File: config.mk
export PLATFORM = sky130hd
export DESIGN_NAME = system_port_b_nmi_logic
export DESIGN_NICKNAME = d
export VERILOG_FILES = /design/src/port_b_pkg.sv /design/src/err_flag_cell.sv /design/src/system_port_b_nmi_logic.sv
export VERILOG_INCLUDE_DIRS = /design/src /design/src/src
export SDC_FILE = /design/constraint.sdc
export NUM_CORES = 1
export LEC_CHECK = 0
export BUFFER_PORTS_ARGS = -buffer_cell sky130_fd_sc_hd__buf_4
export CORE_MARGIN = 8
export CORE_UTILIZATION = 49
export CTS_BUF_LIST = sky130_fd_sc_hd__clkbuf_4 sky130_fd_sc_hd__clkbuf_8
export CTS_CLUSTER_SIZE = 40
export DETAILED_ROUTE_END_ITERATION = 10
export PLACE_DENSITY = 0.86
export SLEW_MARGIN = 5
export SYNTH_ARGS = -nofsm -noshare
export SYNTH_HDL_FRONTEND = slang
export SYNTH_SLANG_ARGS = --single-unit
File: constraint.sdc
create_clock -name clk_sys -period 2.6 [get_ports clk_sys]
set_input_delay 0.13 -clock clk_sys [delete_from_list [all_inputs] [get_ports clk_sys]]
set_output_delay 0.13 -clock clk_sys [all_outputs]
set_load 0.01 [all_outputs]
File: src/port_b_consts.svh
// constants for the system control port and interrupt logic
// Notes on behaviour
// - write to port 70h with data bit 7 low enables the interrupt output.
// - when enabled, channel check low or parity error raises the interrupt.
// - port 61h: bits 3-0 read/write, reset to zero; bits 7-4 read-only.
// - bit 7 parity flag sets only while bit 2 low; writing bit 2 one clears.
// - bit 6 channel flag sets only while bit 3 low; writing bit 3 one clears.
// - bit 5 reads the tone counter output level sampled at the read request edge.
// - bit 4 is a toggle flip-flop flipping on each refresh cycle.
// - bit 3 low lets channel check cause the interrupt; high ignores it.
// - bit 2 low lets parity errors cause the interrupt; high blocks them.
// - speaker output is bit 1 ANDed with the tone counter output.
// - bit 0 drives the tone counter gate input.
`ifndef PORT_B_CONSTS_SVH
`define PORT_B_CONSTS_SVH
`define ADDR_NMI_CTRL   16'h0070
`define ADDR_SYS_PORT   16'h0061
`define BIT_NMI_DIS     7
`define BIT_PARITY      7
`define BIT_CHAN        6
`define BIT_TONE_OUT    5
`define BIT_REFRESH     4
`define BIT_CHAN_MASK   3
`define BIT_PAR_MASK    2
`define BIT_SPK_DATA    1
`define BIT_TONE_GATE   0
`define CTRL_RESET      4'h0
`define CTRL_MSB        3
`define RDATA_RESET     8'h00
`endif

File: src/port_b_pkg.sv
// types shared by the system control port logic
package port_b_pkg;
   typedef struct packed {
      logic       wr;
      logic       rd;
      logic [15:0] addr;
      logic [7:0] wdata;
   } io_req_t;
   typedef struct packed {
      logic flag_parity;
      logic flag_chan;
   } err_flags_t;
endpackage

File: src/err_flag_cell.sv
// one sticky error flag with mask gating and write-one clear
module err_flag_cell
   import port_b_pkg::*;
(
   input  wire logic clk_sys,
   input  wire logic reset_n,
   input  wire logic event_in,
   input  wire logic mask_n,
   input  wire logic clear,
   output logic      flag
);
   logic flag_r;
   logic flag_nxt;

   always_comb
   begin
      flag_nxt = flag_r;
      if (clear)
         flag_nxt = 1'b0;
      // set only while unmasked; set beats clear
      if (event_in && !mask_n)
         flag_nxt = 1'b1;
   end

   always_ff @(posedge clk_sys)
   begin
      if (!reset_n)
         flag_r <= 1'b0;
      else
         flag_r <= flag_nxt;
   end

   assign flag = flag_r;
endmodule

File: src/system_port_b_nmi_logic.sv
// system control port register and non-maskable interrupt logic
`include "port_b_consts.svh"
module system_port_b_nmi_logic
   import port_b_pkg::*;
(
   input  wire logic        clk_sys,
   input  wire logic        reset_n,
   input  wire io_req_t     io_req,
   output logic [7:0]       io_rdata,
   output logic             io_rvalid,
   input  wire logic        io_channel_error_n,
   input  wire logic        ram_parity_error,
   input  wire logic        refresh_pulse,
   input  wire logic        tone_counter_output,
   output logic             tone_counter_gate,
   output logic             speaker_out,
   output logic             nmi_out
);
   // ----------------------------------------
   // register state
   // ----------------------------------------
   logic [3:0] ctrl_r;
   logic [3:0] ctrl_nxt;
   logic       nmi_en_r;
   logic       nmi_en_nxt;
   logic       refresh_toggle_r;
   logic       refresh_toggle_nxt;
   logic [7:0] rdata_r;
   logic [7:0] rdata_nxt;
   logic       rvalid_r;
   logic       rvalid_nxt;
   logic       nmi_r;
   logic       nmi_nxt;
   err_flags_t flags;
   logic       wr_port;
   logic       wr_nmi;
   logic       parity_mask_n;
   logic       chan_error_mask_n;
   logic       speaker_data_gate;
   logic       rd_port;
   logic       clr_parity;
   logic       clr_chan;

   // ----------------------------------------
   // decode helpers
   // ----------------------------------------
   // full 16-bit compare; an alias decode would let stray ports touch the mask bits
   function automatic logic addr_hit
   (
      input io_req_t     req,
      input logic [15:0] addr
   );
      return req.addr == addr;
   endfunction

   // write-one clear of a flag through its own mask bit in the same write
   function automatic logic mask_clear
   (
      input io_req_t req,
      input int      pos
   );
      return req.wr && addr_hit(req, `ADDR_SYS_PORT) && req.wdata[pos];
   endfunction

   // status byte as the port returns it; upper nibble is never stored
   function automatic logic [7:0] status_byte
   (
      input err_flags_t fl,
      input logic       tone,
      input logic       refresh,
      input logic [3:0] ctrl
   );
      logic [7:0] b;
      b                = {4'h0, ctrl};
      b[`BIT_PARITY]   = fl.flag_parity;
      b[`BIT_CHAN]     = fl.flag_chan;
      b[`BIT_TONE_OUT] = tone;
      b[`BIT_REFRESH]  = refresh;
      return b;
   endfunction

   assign wr_port           = io_req.wr && addr_hit(io_req, `ADDR_SYS_PORT);
   assign wr_nmi            = io_req.wr && addr_hit(io_req, `ADDR_NMI_CTRL);
   assign rd_port           = io_req.rd && addr_hit(io_req, `ADDR_SYS_PORT);
   assign clr_parity        = mask_clear(io_req, `BIT_PAR_MASK);
   assign clr_chan          = mask_clear(io_req, `BIT_CHAN_MASK);
   assign chan_error_mask_n = ctrl_r[`BIT_CHAN_MASK];
   assign parity_mask_n     = ctrl_r[`BIT_PAR_MASK];
   assign speaker_data_gate = ctrl_r[`BIT_SPK_DATA];

   // ----------------------------------------
   // control register group
   // ----------------------------------------
   always_comb
   begin
      ctrl_nxt = ctrl_r;
      if (wr_port)
         ctrl_nxt = io_req.wdata[`CTRL_MSB:0];
   end

   always_ff @(posedge clk_sys)
   begin
      if (!reset_n)
         ctrl_r <= `CTRL_RESET;
      else
         ctrl_r <= ctrl_nxt;
   end

   // ----------------------------------------
   // interrupt enable and output group
   // ----------------------------------------
   always_comb
   begin
      nmi_en_nxt = nmi_en_r;
      // disable on bit 7 high, enable on bit 7 low, held otherwise
      if (wr_nmi)
         nmi_en_nxt = !io_req.wdata[`BIT_NMI_DIS];
      // nmi from either latched source
      // registered so a flag and its clear never glitch the pin
      nmi_nxt = nmi_en_r && (flags.flag_parity || flags.flag_chan);
   end

   always_ff @(posedge clk_sys)
   begin
      if (!reset_n)
      begin
         nmi_en_r <= 1'b0;
         nmi_r    <= 1'b0;
      end
      else
      begin
         nmi_en_r <= nmi_en_nxt;
         nmi_r    <= nmi_nxt;
      end
   end

   // ----------------------------------------
   // refresh toggle group
   // ----------------------------------------
   always_comb
   begin
      refresh_toggle_nxt = refresh_toggle_r;
      if (refresh_pulse)
         refresh_toggle_nxt = !refresh_toggle_r;
   end

   always_ff @(posedge clk_sys)
   begin
      if (!reset_n)
         refresh_toggle_r <= 1'b0;
      else
         refresh_toggle_r <= refresh_toggle_nxt;
   end

   // ----------------------------------------
   // read port group
   // ----------------------------------------
   always_comb
   begin
      rdata_nxt  = rdata_r;
      rvalid_nxt = 1'b0;
      // read-back, upper nibble status only
      // tone level is taken at the request edge, one cycle old when shown
      if (rd_port)
      begin
         rvalid_nxt = 1'b1;
         rdata_nxt  = status_byte(flags, tone_counter_output, refresh_toggle_r, ctrl_r);
      end
   end

   always_ff @(posedge clk_sys)
   begin
      if (!reset_n)
      begin
         rdata_r  <= `RDATA_RESET;
         rvalid_r <= 1'b0;
      end
      else
      begin
         rdata_r  <= rdata_nxt;
         rvalid_r <= rvalid_nxt;
      end
   end

   // ----------------------------------------
   // error flags
   // ----------------------------------------
   // parity flag gated by mask, write-one clear
   err_flag_cell u_parity
   (
      .clk_sys  (clk_sys),
      .reset_n  (reset_n),
      .event_in (ram_parity_error),
      .mask_n   (parity_mask_n),
      .clear    (clr_parity),
      .flag     (flags.flag_parity)
   );

   // channel flag gated by mask, write-one clear
   // channel mask ignores input when high
   err_flag_cell u_chan
   (
      .clk_sys  (clk_sys),
      .reset_n  (reset_n),
      .event_in (!io_channel_error_n),
      .mask_n   (chan_error_mask_n),
      .clear    (clr_chan),
      .flag     (flags.flag_chan)
   );

   // ----------------------------------------
   // outputs
   // ----------------------------------------
   assign io_rdata  = rdata_r;
   assign io_rvalid = rvalid_r;
   assign nmi_out   = nmi_r;
   assign tone_counter_gate = ctrl_r[`BIT_TONE_GATE];
   // speaker and-gate; combinational so the tone is not delayed
   assign speaker_out = speaker_data_gate && tone_counter_output;
endmodule

* Word-level counts from Yosys, hierarchy flattened
Cells that the tools add are included.
** Storage, ports and cells
- Output and inout port bits :: 12
- Word-level logic and storage cells :: 32
- Register bits after elaboration :: 18
** Cells by class
- Reductions and logical operators :: 17
- Muxes and demuxes :: 5
- Equality and inequality tests :: 2
** Operators by type and width (count)
- == test 16 x 7 -> 1 bit, second input constant :: 2
- logical AND 1 bit :: 9
- zero test 1 bit :: 5
- 2-to-1 mux 1 bit :: 5
- nonzero test 2 bit :: 2
- logical OR 1 bit :: 1

* Depth between registers and ports, before layout
Gate-level depths: netlist of run 1.
- Depth after elaboration :: 5
- Depth in mapped cells :: 5

* Cells and area by module
Synthesis of run 1 repeated with hierarchy kept, for this count alone.
** Second synthesis, totals
- Cells, all modules :: 92
- Area, all modules :: 838.3 µm²
** By module, submodules not included
- system_port_b_nmi_logic :: times used 1, cells each 84, seq. area each 320.3 µm², area each 750.7 µm²
- err_flag_cell :: times used 2, cells each 4, seq. area each 20.0 µm², area each 43.8 µm²

* Worst setup path after synthesis of run 1
Ideal clock, no wire load.
- Path type :: input to register
- From :: input io_req[17] (netlist bit)
- To :: register ctrl_r[0]
- Arrival time :: 1023 ps
- Buffers on the path :: 1
- Path slack :: 1505 ps
- Library setup time :: 72 ps
- Required time :: 2528 ps
- Cell stages on the path :: 5
- Cell sequence :: nor4_4 > nand4_1 > nor2b_1 > buf_4 > mux2i_1
** Between the ends
- Longest elaborated chain between the ends :: 2
** RTL lines
- from (decl) :: RTL line system_port_b_nmi_logic.sv:8 : input wire io_req_t io_req,
- == test 16 x 7 -> 1 bit :: RTL line system_port_b_nmi_logic.sv:53 : return req.addr == addr;
- logical AND 1 bit :: RTL line system_port_b_nmi_logic.sv:82 : assign wr_port = io_req.wr && addr_hit(io_req, `ADDR_SYS_PORT);
- to (signal assigned) :: RTL line system_port_b_nmi_logic.sv:104 : ctrl_r <= `CTRL_RESET;
- to (signal assigned) :: RTL line system_port_b_nmi_logic.sv:106 : ctrl_r <= ctrl_nxt;
- to (decl) :: RTL line system_port_b_nmi_logic.sv:22 : logic [3:0] ctrl_r;
No other way between the ends.
A chain may end at the register's enable or synchronous reset.

* Worst setup path in the final report of run 1
- From :: input io_req[15] (netlist bit)
- To :: register ctrl_r[1]
Same word-level chain as after synthesis.

==> results of run 1 <==
## report_power, final
part,switching (mW),internal (mW)
registers,0.00303,0.279
logic,0.0272,0.0384
clock network,0.0872,0.0854
## final timing paths
| path | from | end | slack [ns] | cells past startpoint |
|---|---|---|---|---|
| worst max register to register | ctrl_r[2] | u_parity.flag | 1.82 | 3 |
| worst max-delay path | io_req[15] | ctrl_r[1] | 0.89 | 6 |
| worst min-delay path | refresh_pulse | refresh_toggle_r | 0.07 | 3 |
| worst min register to register | nmi_en_r | nmi_out | 0.48 | 2 |
## metal layers
| layer | vias up | GRT usage (%) | part of all wire (%) |
|---|---|---|---|
| met4 | 0 | 7.38 | 2.6 |
| met2 | 31 | 25.7 | 57 |
| li1 | 405 | - | - |
| met3 | 8 | 5.17 | 5.6 |
| met1 | 388 | 12.1 | 35 |
| met5 | - | 0 | 0 |
## cell type report
cell class / count / area (µm²) / share of cell area [%]
clock buffer: 4 / 36.3 / 3.12
inverter: 1 / 3.75 / 0.323
multi-input combinational: 68 / 433 / 37.2
tap: 16 / 20.0 / 1.72
timing repair buffer: 41 / 310 / 26.7
sequential: 18 / 360 / 31.0
## cells in the final DEF (no fill, tap or decap)
cell and count:
sky130_fd_sc_hd__a21oi_1 10, sky130_fd_sc_hd__and2_0 1, sky130_fd_sc_hd__and2_1 1, sky130_fd_sc_hd__and3b_1 1
sky130_fd_sc_hd__and4_1 1, sky130_fd_sc_hd__buf_4 40, sky130_fd_sc_hd__clkbuf_4 3, sky130_fd_sc_hd__clkbuf_8 1
sky130_fd_sc_hd__clkinv_1 1, sky130_fd_sc_hd__dfxtp_1 18, sky130_fd_sc_hd__dlygate4sd3_1 1, sky130_fd_sc_hd__mux2i_1 5
sky130_fd_sc_hd__nand2_1 11, sky130_fd_sc_hd__nand2b_1 1, sky130_fd_sc_hd__nand3_1 8, sky130_fd_sc_hd__nand4_1 3
sky130_fd_sc_hd__nor2_1 4, sky130_fd_sc_hd__nor2b_1 6, sky130_fd_sc_hd__nor3b_2 1, sky130_fd_sc_hd__nor4_1 1
sky130_fd_sc_hd__nor4_4 2, sky130_fd_sc_hd__nor4b_4 1, sky130_fd_sc_hd__o21ai_0 10, sky130_fd_sc_hd__xnor2_1 1
## registers in the layout (all words and copies together), names as in the netlist
register          count
ctrl_r                4
io_rdata              8
io_rvalid             1
nmi_en_r              1
nmi_out               1
refresh_toggle_r      1
u_chan.flag           1
u_parity.flag         1
## tightest hold or removal path: stages
cell,delay (ns)
sky130_fd_sc_hd__buf_4,0.08
sky130_fd_sc_hd__xnor2_1,0.05
sky130_fd_sc_hd__nor2_1,0.07
## through the flow
stage               power, mW  util (%)  area (µm²)  hold WS (ns)  setup WS, ns
floorplan               0.309         -         821         0.206          1.51
global route            0.542      75.5        1160        0.0805         0.809
detailed placement      0.352      72.5        1120         0.319         0.972
CTS                     0.521      74.8        1150       0.00173          1.27
global placement        0.350      72.5        1120         0.313          1.02
finish                  0.521      75.5        1160        0.0738         0.888
## cells by family (layout without fill, tap and decap cells)
| logic type | after synthesis | after routing | synth area share, % |
|---|---|---|---|
| simple gates | 42 | 42 | 33.4 |
| compound gates | 20 | 20 | 12.2 |
| flops | 18 | 18 | 43.9 |
| mux | 5 | 5 | 6.10 |
| buf+inv | 5 | 46 | 3.35 |
| xor+xnor | 1 | 1 | 1.07 |
==> metrics.sh, run 1 <==
OUTCOME='complete, no violations'
CLKSINKCOUNT=18
TRITONCTS='built'
CLK_PATH_BUF_DEPTH=2
HOLD_FAILS_FINAL_RPT=0
VDD.IR_DROP.WORST_mV=0.480
REMAINING_DRC_ERRORS=0
CRIT_PATH_END_KIND='register'
PERIOD_MINUS_SLACK_NS=1.71
DETAIL_ROUTE.ITER0.VIOLATIONS=17
MAXCAPVIOLCOUNT=0
DRT-PASS1-ITER-COUNT=4
P_LEAK_nW=0.472
FINAL_CELL_COUNT_NO_FILL=148
MAX_SLEW.WORST_PIN.SLEW_NS=0.615
POST-SYNTH-TOP-COUNT-CELL='sky130_fd_sc_hd__dfxtp_1'
CLOCK_LATENCY_NS=0.29
MAPPEDNETLISTAREA_UM2=821
FINAL_NET_COUNT=165
POSTCTSHOLDBUFS=0
WL_PER_CELL_UM=15.6
ASYNC_RESET_FF_SHARE_PCT=0
MAXSLEWVIOLCOUNT=0
NUMBER_OF_ANTENNA_VIOLATIONS_AT_THE_FIRST_CHECK_IN_GLOBAL_ROUTING=0
ROUTABILITY_CONG=0.702
CRIT_FAMILY='simple AND/OR/NAND/NOR gates'
WORSTPATHARRIVAL_NS=1.94
INITIAL_UTILIZATION_PCT=53.2
PLACE_HPWL_UM=1760
ROUTE.ANTENNA.REMAINING_NETS=0
GROUTE.USAGE.OVERALL_PCT=13.7
COREAREA_UM2=1540
FINALWIRELENGTH_UM=2300
SYN-MEAN-INSTANCE-AREA_UM2=9.02
SETUP_VIOL=0
GRT_OVERFLOW_TOTAL=0
GRT_MAX_DEGREE=14
SYNTH.LIB_CELLS_USED.DISTINCT=23
CRIT_PATH_TOP_DELAY_CELL='sky130_fd_sc_hd__dlygate4sd3_1'
IO_PINS=44
UNREPAIRED_SETUP_ENDPOINTS_AFTER_GLOBAL_ROUTING='no'
DIE_W_UM=56.9
YS_TOP_CELLS_BY_AREA='sky130_fd_sc_hd__dfxtp_1 44%, sky130_fd_sc_hd__a21oi_1 6.1%, sky130_fd_sc_hd__mux2i_1 6.1%'
PLACE.DETAILED.INSTANCES=143
WORST_HOLD_PATH_CLASS='input port to register'
YS.FLOP_TYPE='sky130_fd_sc_hd__dfxtp_1'
IO_BUFFER_COUNT=40
CTSRESIZECOUNT=0
CRITICAL_PATH.STARTPOINT_TYPE='input port'
DRT-VIAS-PER-INSTANCE=5.62
FINAL.SETUP.TNS_NS=0
CP.REQUIRED_NS=2.83
ANTENNA-DIODE-COUNT=0
TIMING.CRITICAL_PATH.CELLS='dlygate4sd3_1 -> buf_4 -> and3b_1 -> nand4_1 -> nor2b_1 -> mux2i_1'
NUM_ROWS=14
POWER.DENSITY_CELL_AREA_nW_PER_UM2=448
CTS_MAX_LEVEL=1
POSTSYNTHREGISTERBITS=18
POSTSYNTHCELLCOUNT=91
CLK_PIN_SLEW_WORST_PATHS_NS=0.10
CLASSIFICATION_OF_THE_WORST_SETUP_PATH='input port to register'
TIMING.SLEW.HEADROOM_PCT=58.9
SYNTH-SEQ-AREA-SHARE_PCT=43.9
SYN_NETS=123
FINAL.PERIOD_UTILIZATION_PCT=65.8
FINCLKSKEW_NS=0.00103
DIE_H_UM=56.9
NUM-FILL-CELLS=123
YS_WARNS=0
ROUTED-VIA-COUNT=832
POST_ROUTE_CELLS_DRIVE_ABOVE_1_SHARE_PCT=36.4
SYN_TO_FINAL_GROWTH_PCT=41.8
YOSYS.AREA.TOP_TYPE_SHARE_PCT=43.9
ROOT_BUFFER='sky130_fd_sc_hd__clkbuf_4'
SYNTH_TOP_CELLS_BY_COUNT='18 x sky130_fd_sc_hd__dfxtp_1, 11 x sky130_fd_sc_hd__nand2_1, 10 x sky130_fd_sc_hd__a21oi_1, 10 x sky130_fd_sc_hd__o21ai_0, 8 x sky130_fd_sc_hd__nand3_1'
WORST-PATH-MAX-FANOUT=6
NUMCTSBUFFERS=3
CRIT_PATH_MAX_INCR_DELAY_NS=0.54
DESIGN.DIE.AREA_UM2=3240
NETLIST.TOP_CELL.BY_AREA='sky130_fd_sc_hd__dfxtp_1'
FMAX_MHz=584
FIRST_GLOBAL_VIAS=868
NUMBER_OF_ENABLE_TYPE_REGISTER_CELLS_IN_THE_SYNTHESIZED_NETLIST=0
SUM_OF_BUFFERS_AND_INVERTERS_ON_THE_CRITICAL_PATH=2
POST-CTS-SETUP-BUFFERS=0
GRT_PASS1_WL_UM=3680
(Power assumes the default switching activity.)
==> run 2: changes to the inputs <==
CORE_UTILIZATION = 41   (was 49)
PLACE_DENSITY = 0.77   (was 0.86)
clock period = 1.37 ns   (was 2.6 ns; I/O delays follow)
==> metrics.sh, run 2 (same netlist as run 1, synthesis figures left out) <==
OUTCOME='complete, no violations'
TIMING.CRITICAL_PATH.CELLS='buf_4 -> nor4_4 -> nand4_1 -> nor2b_1 -> buf_4 -> mux2i_1'
MAX_SLEW.WORST_PIN.SLEW_NS=0.397
UNREPAIRED_SETUP_ENDPOINTS_AFTER_GLOBAL_ROUTING='no'
FINALWIRELENGTH_UM=2160
LAYOUT.CORE_UTILIZATION_PCT=61.3
SETUP_VIOL=0
NUMBER_OF_ANTENNA_VIOLATIONS_AT_THE_FIRST_CHECK_IN_GLOBAL_ROUTING=0
FINCLKSKEW_NS=0.00131
INITIAL_UTILIZATION_PCT=42.7
CRIT_PATH_TOP_DELAY_CELL='sky130_fd_sc_hd__nor4_4'
CLOCK_LATENCY_NS=0.29
P_LEAK_nW=0.475
MAXCAPVIOLCOUNT=0
CLASSIFICATION_OF_THE_WORST_SETUP_PATH='input port to register'
GRT_OVERFLOW_TOTAL=0
FMAX_MHz=980
FINAL_NET_COUNT=167
NUMCTSBUFFERS=3
ROUTED-VIA-COUNT=803
SYN_TO_FINAL_GROWTH_PCT=43.6
DIE_W_UM=60.7
MOSTFREQUENTLAYOUTCELLS='42 x sky130_fd_sc_hd__buf_4, 18 x sky130_fd_sc_hd__dfxtp_1, 11 x sky130_fd_sc_hd__nand2_1'
LARGEST_REGISTER_FFS=8
PERIOD_MINUS_SLACK_NS=1.02
HOLD_FAILS_FINAL_RPT=0
REMAINING_DRC_ERRORS=0
CRIT_PATH_MAX_INCR_DELAY_NS=0.33
FINAL.SETUP.TNS_NS=0
CRITICAL_PATH.STARTPOINT_TYPE='input port'
ANTENNA-DIODE-COUNT=0
CP_COMMON_CELL='sky130_fd_sc_hd__buf_4'
WL_PER_CELL_UM=13.5
POWER.DENSITY_CELL_AREA_nW_PER_UM2=782
POST_ROUTE_CELLS_DRIVE_ABOVE_1_SHARE_PCT=36.8
CP.REQUIRED_NS=1.60
CLK_PATH_BUF_DEPTH=2
WORSTPATHARRIVAL_NS=1.25
TIMING.SLEW.HEADROOM_PCT=73.5
PLACE_HPWL_UM=1790
DIE_H_UM=60.7
GRT_PASS1_WL_UM=3640
LAYOUT_COMMONEST_CELL='sky130_fd_sc_hd__buf_4'
CLK_PIN_SLEW_WORST_PATHS_NS=0.10
SETUP_SLACK_NS=0.349
TRITONCTS='built'
WORST_HOLD_PATH_CLASS='input port to register'
TIMING.HOLD.WS_NS=0.0112
NUM-FILL-CELLS=194
FINAL.PERIOD_UTILIZATION_PCT=74.5
FIRST_GLOBAL_VIAS=846
DESIGN.DIE.AREA_UM2=3690
DRT-PASS1-ITER-COUNT=2
MAXSLEWVIOLCOUNT=0
POSTCTSHOLDBUFS=1
CTSRESIZECOUNT=0
SUM_OF_BUFFERS_AND_INVERTERS_ON_THE_CRITICAL_PATH=2
ROUTABILITY_CONG=0.686
TOTALPOWERFINAL_uW=921
PRE_CTS_SLACK_NS=0.0388
IO_PINS=44
GROUTE.USAGE.OVERALL_PCT=13.1
VDD.IR_DROP.WORST_mV=0.608
DRT-VIAS-PER-INSTANCE=5.02
CTS_MAX_LEVEL=1
NUM_ROWS=16
DETAIL_ROUTE.ITER0.VIOLATIONS=4
POST-CTS-SETUP-BUFFERS=0
ROOT_BUFFER='sky130_fd_sc_hd__clkbuf_4'
WORST-PATH-MAX-FANOUT=6
CLKSINKCOUNT=18
CRIT_FAMILY='simple AND/OR/NAND/NOR gates'
COREAREA_UM2=1920
GRT_MAX_DEGREE=14
ROUTE.ANTENNA.REMAINING_NETS=0
CRIT_PATH_END_KIND='register'
IO_BUFFER_COUNT=40
run 2: metrics by stage:
stage / cells / instance area, µm²
after CTS: 160 / 1180
final: 160 / 1180
after global placement: 156 / 1150
after global routing: 160 / 1180
after floorplan: 91 / 821
after detailed placement: 156 / 1150
run 2: worst paths after layout:
path	endpoint	depth (start not counted)	slack, ns	startpoint
worst max-delay path	ctrl_r[2]	6	0.35	io_req[17]
worst min-delay path	refresh_toggle_r	3	0.01	refresh_pulse
worst max register to register	u_parity.flag	3	0.63	ctrl_r[2]
worst min register to register	nmi_out	2	0.45	nmi_en_r
run 2: cell type report:
type	count	area, µm²	area share (%)
Inverter	1	3.75	0.318
Timing Repair Buffer	43	325	27.6
Tap cell	27	33.8	2.87
Sequential cell	18	360	30.6
Multi-Input combinational cell	68	433	36.7
Clock buffer	3	22.5	1.91
run 2: power by group:
part | total [mW] | switching, mW | internal, mW
clock | 0.261 | 0.158 | 0.102
combinational | 0.125 | 0.0506 | 0.0748
sequential | 0.535 | 0.00514 | 0.530
run 2: routing by layer:
metal	up-vias	track usage (%)	share of wire [%]
met5	-	0	0
met3	7	3.18	4.4
li1	406	-	-
met4	0	7.64	2.9
met2	14	24.6	56
met1	376	12.6	36
run 2: worst min-delay path, cell delays in order:
cell and delay, ns:
sky130_fd_sc_hd__buf_4 0.08, sky130_fd_sc_hd__xnor2_1 0.05, sky130_fd_sc_hd__nor2_1 0.07
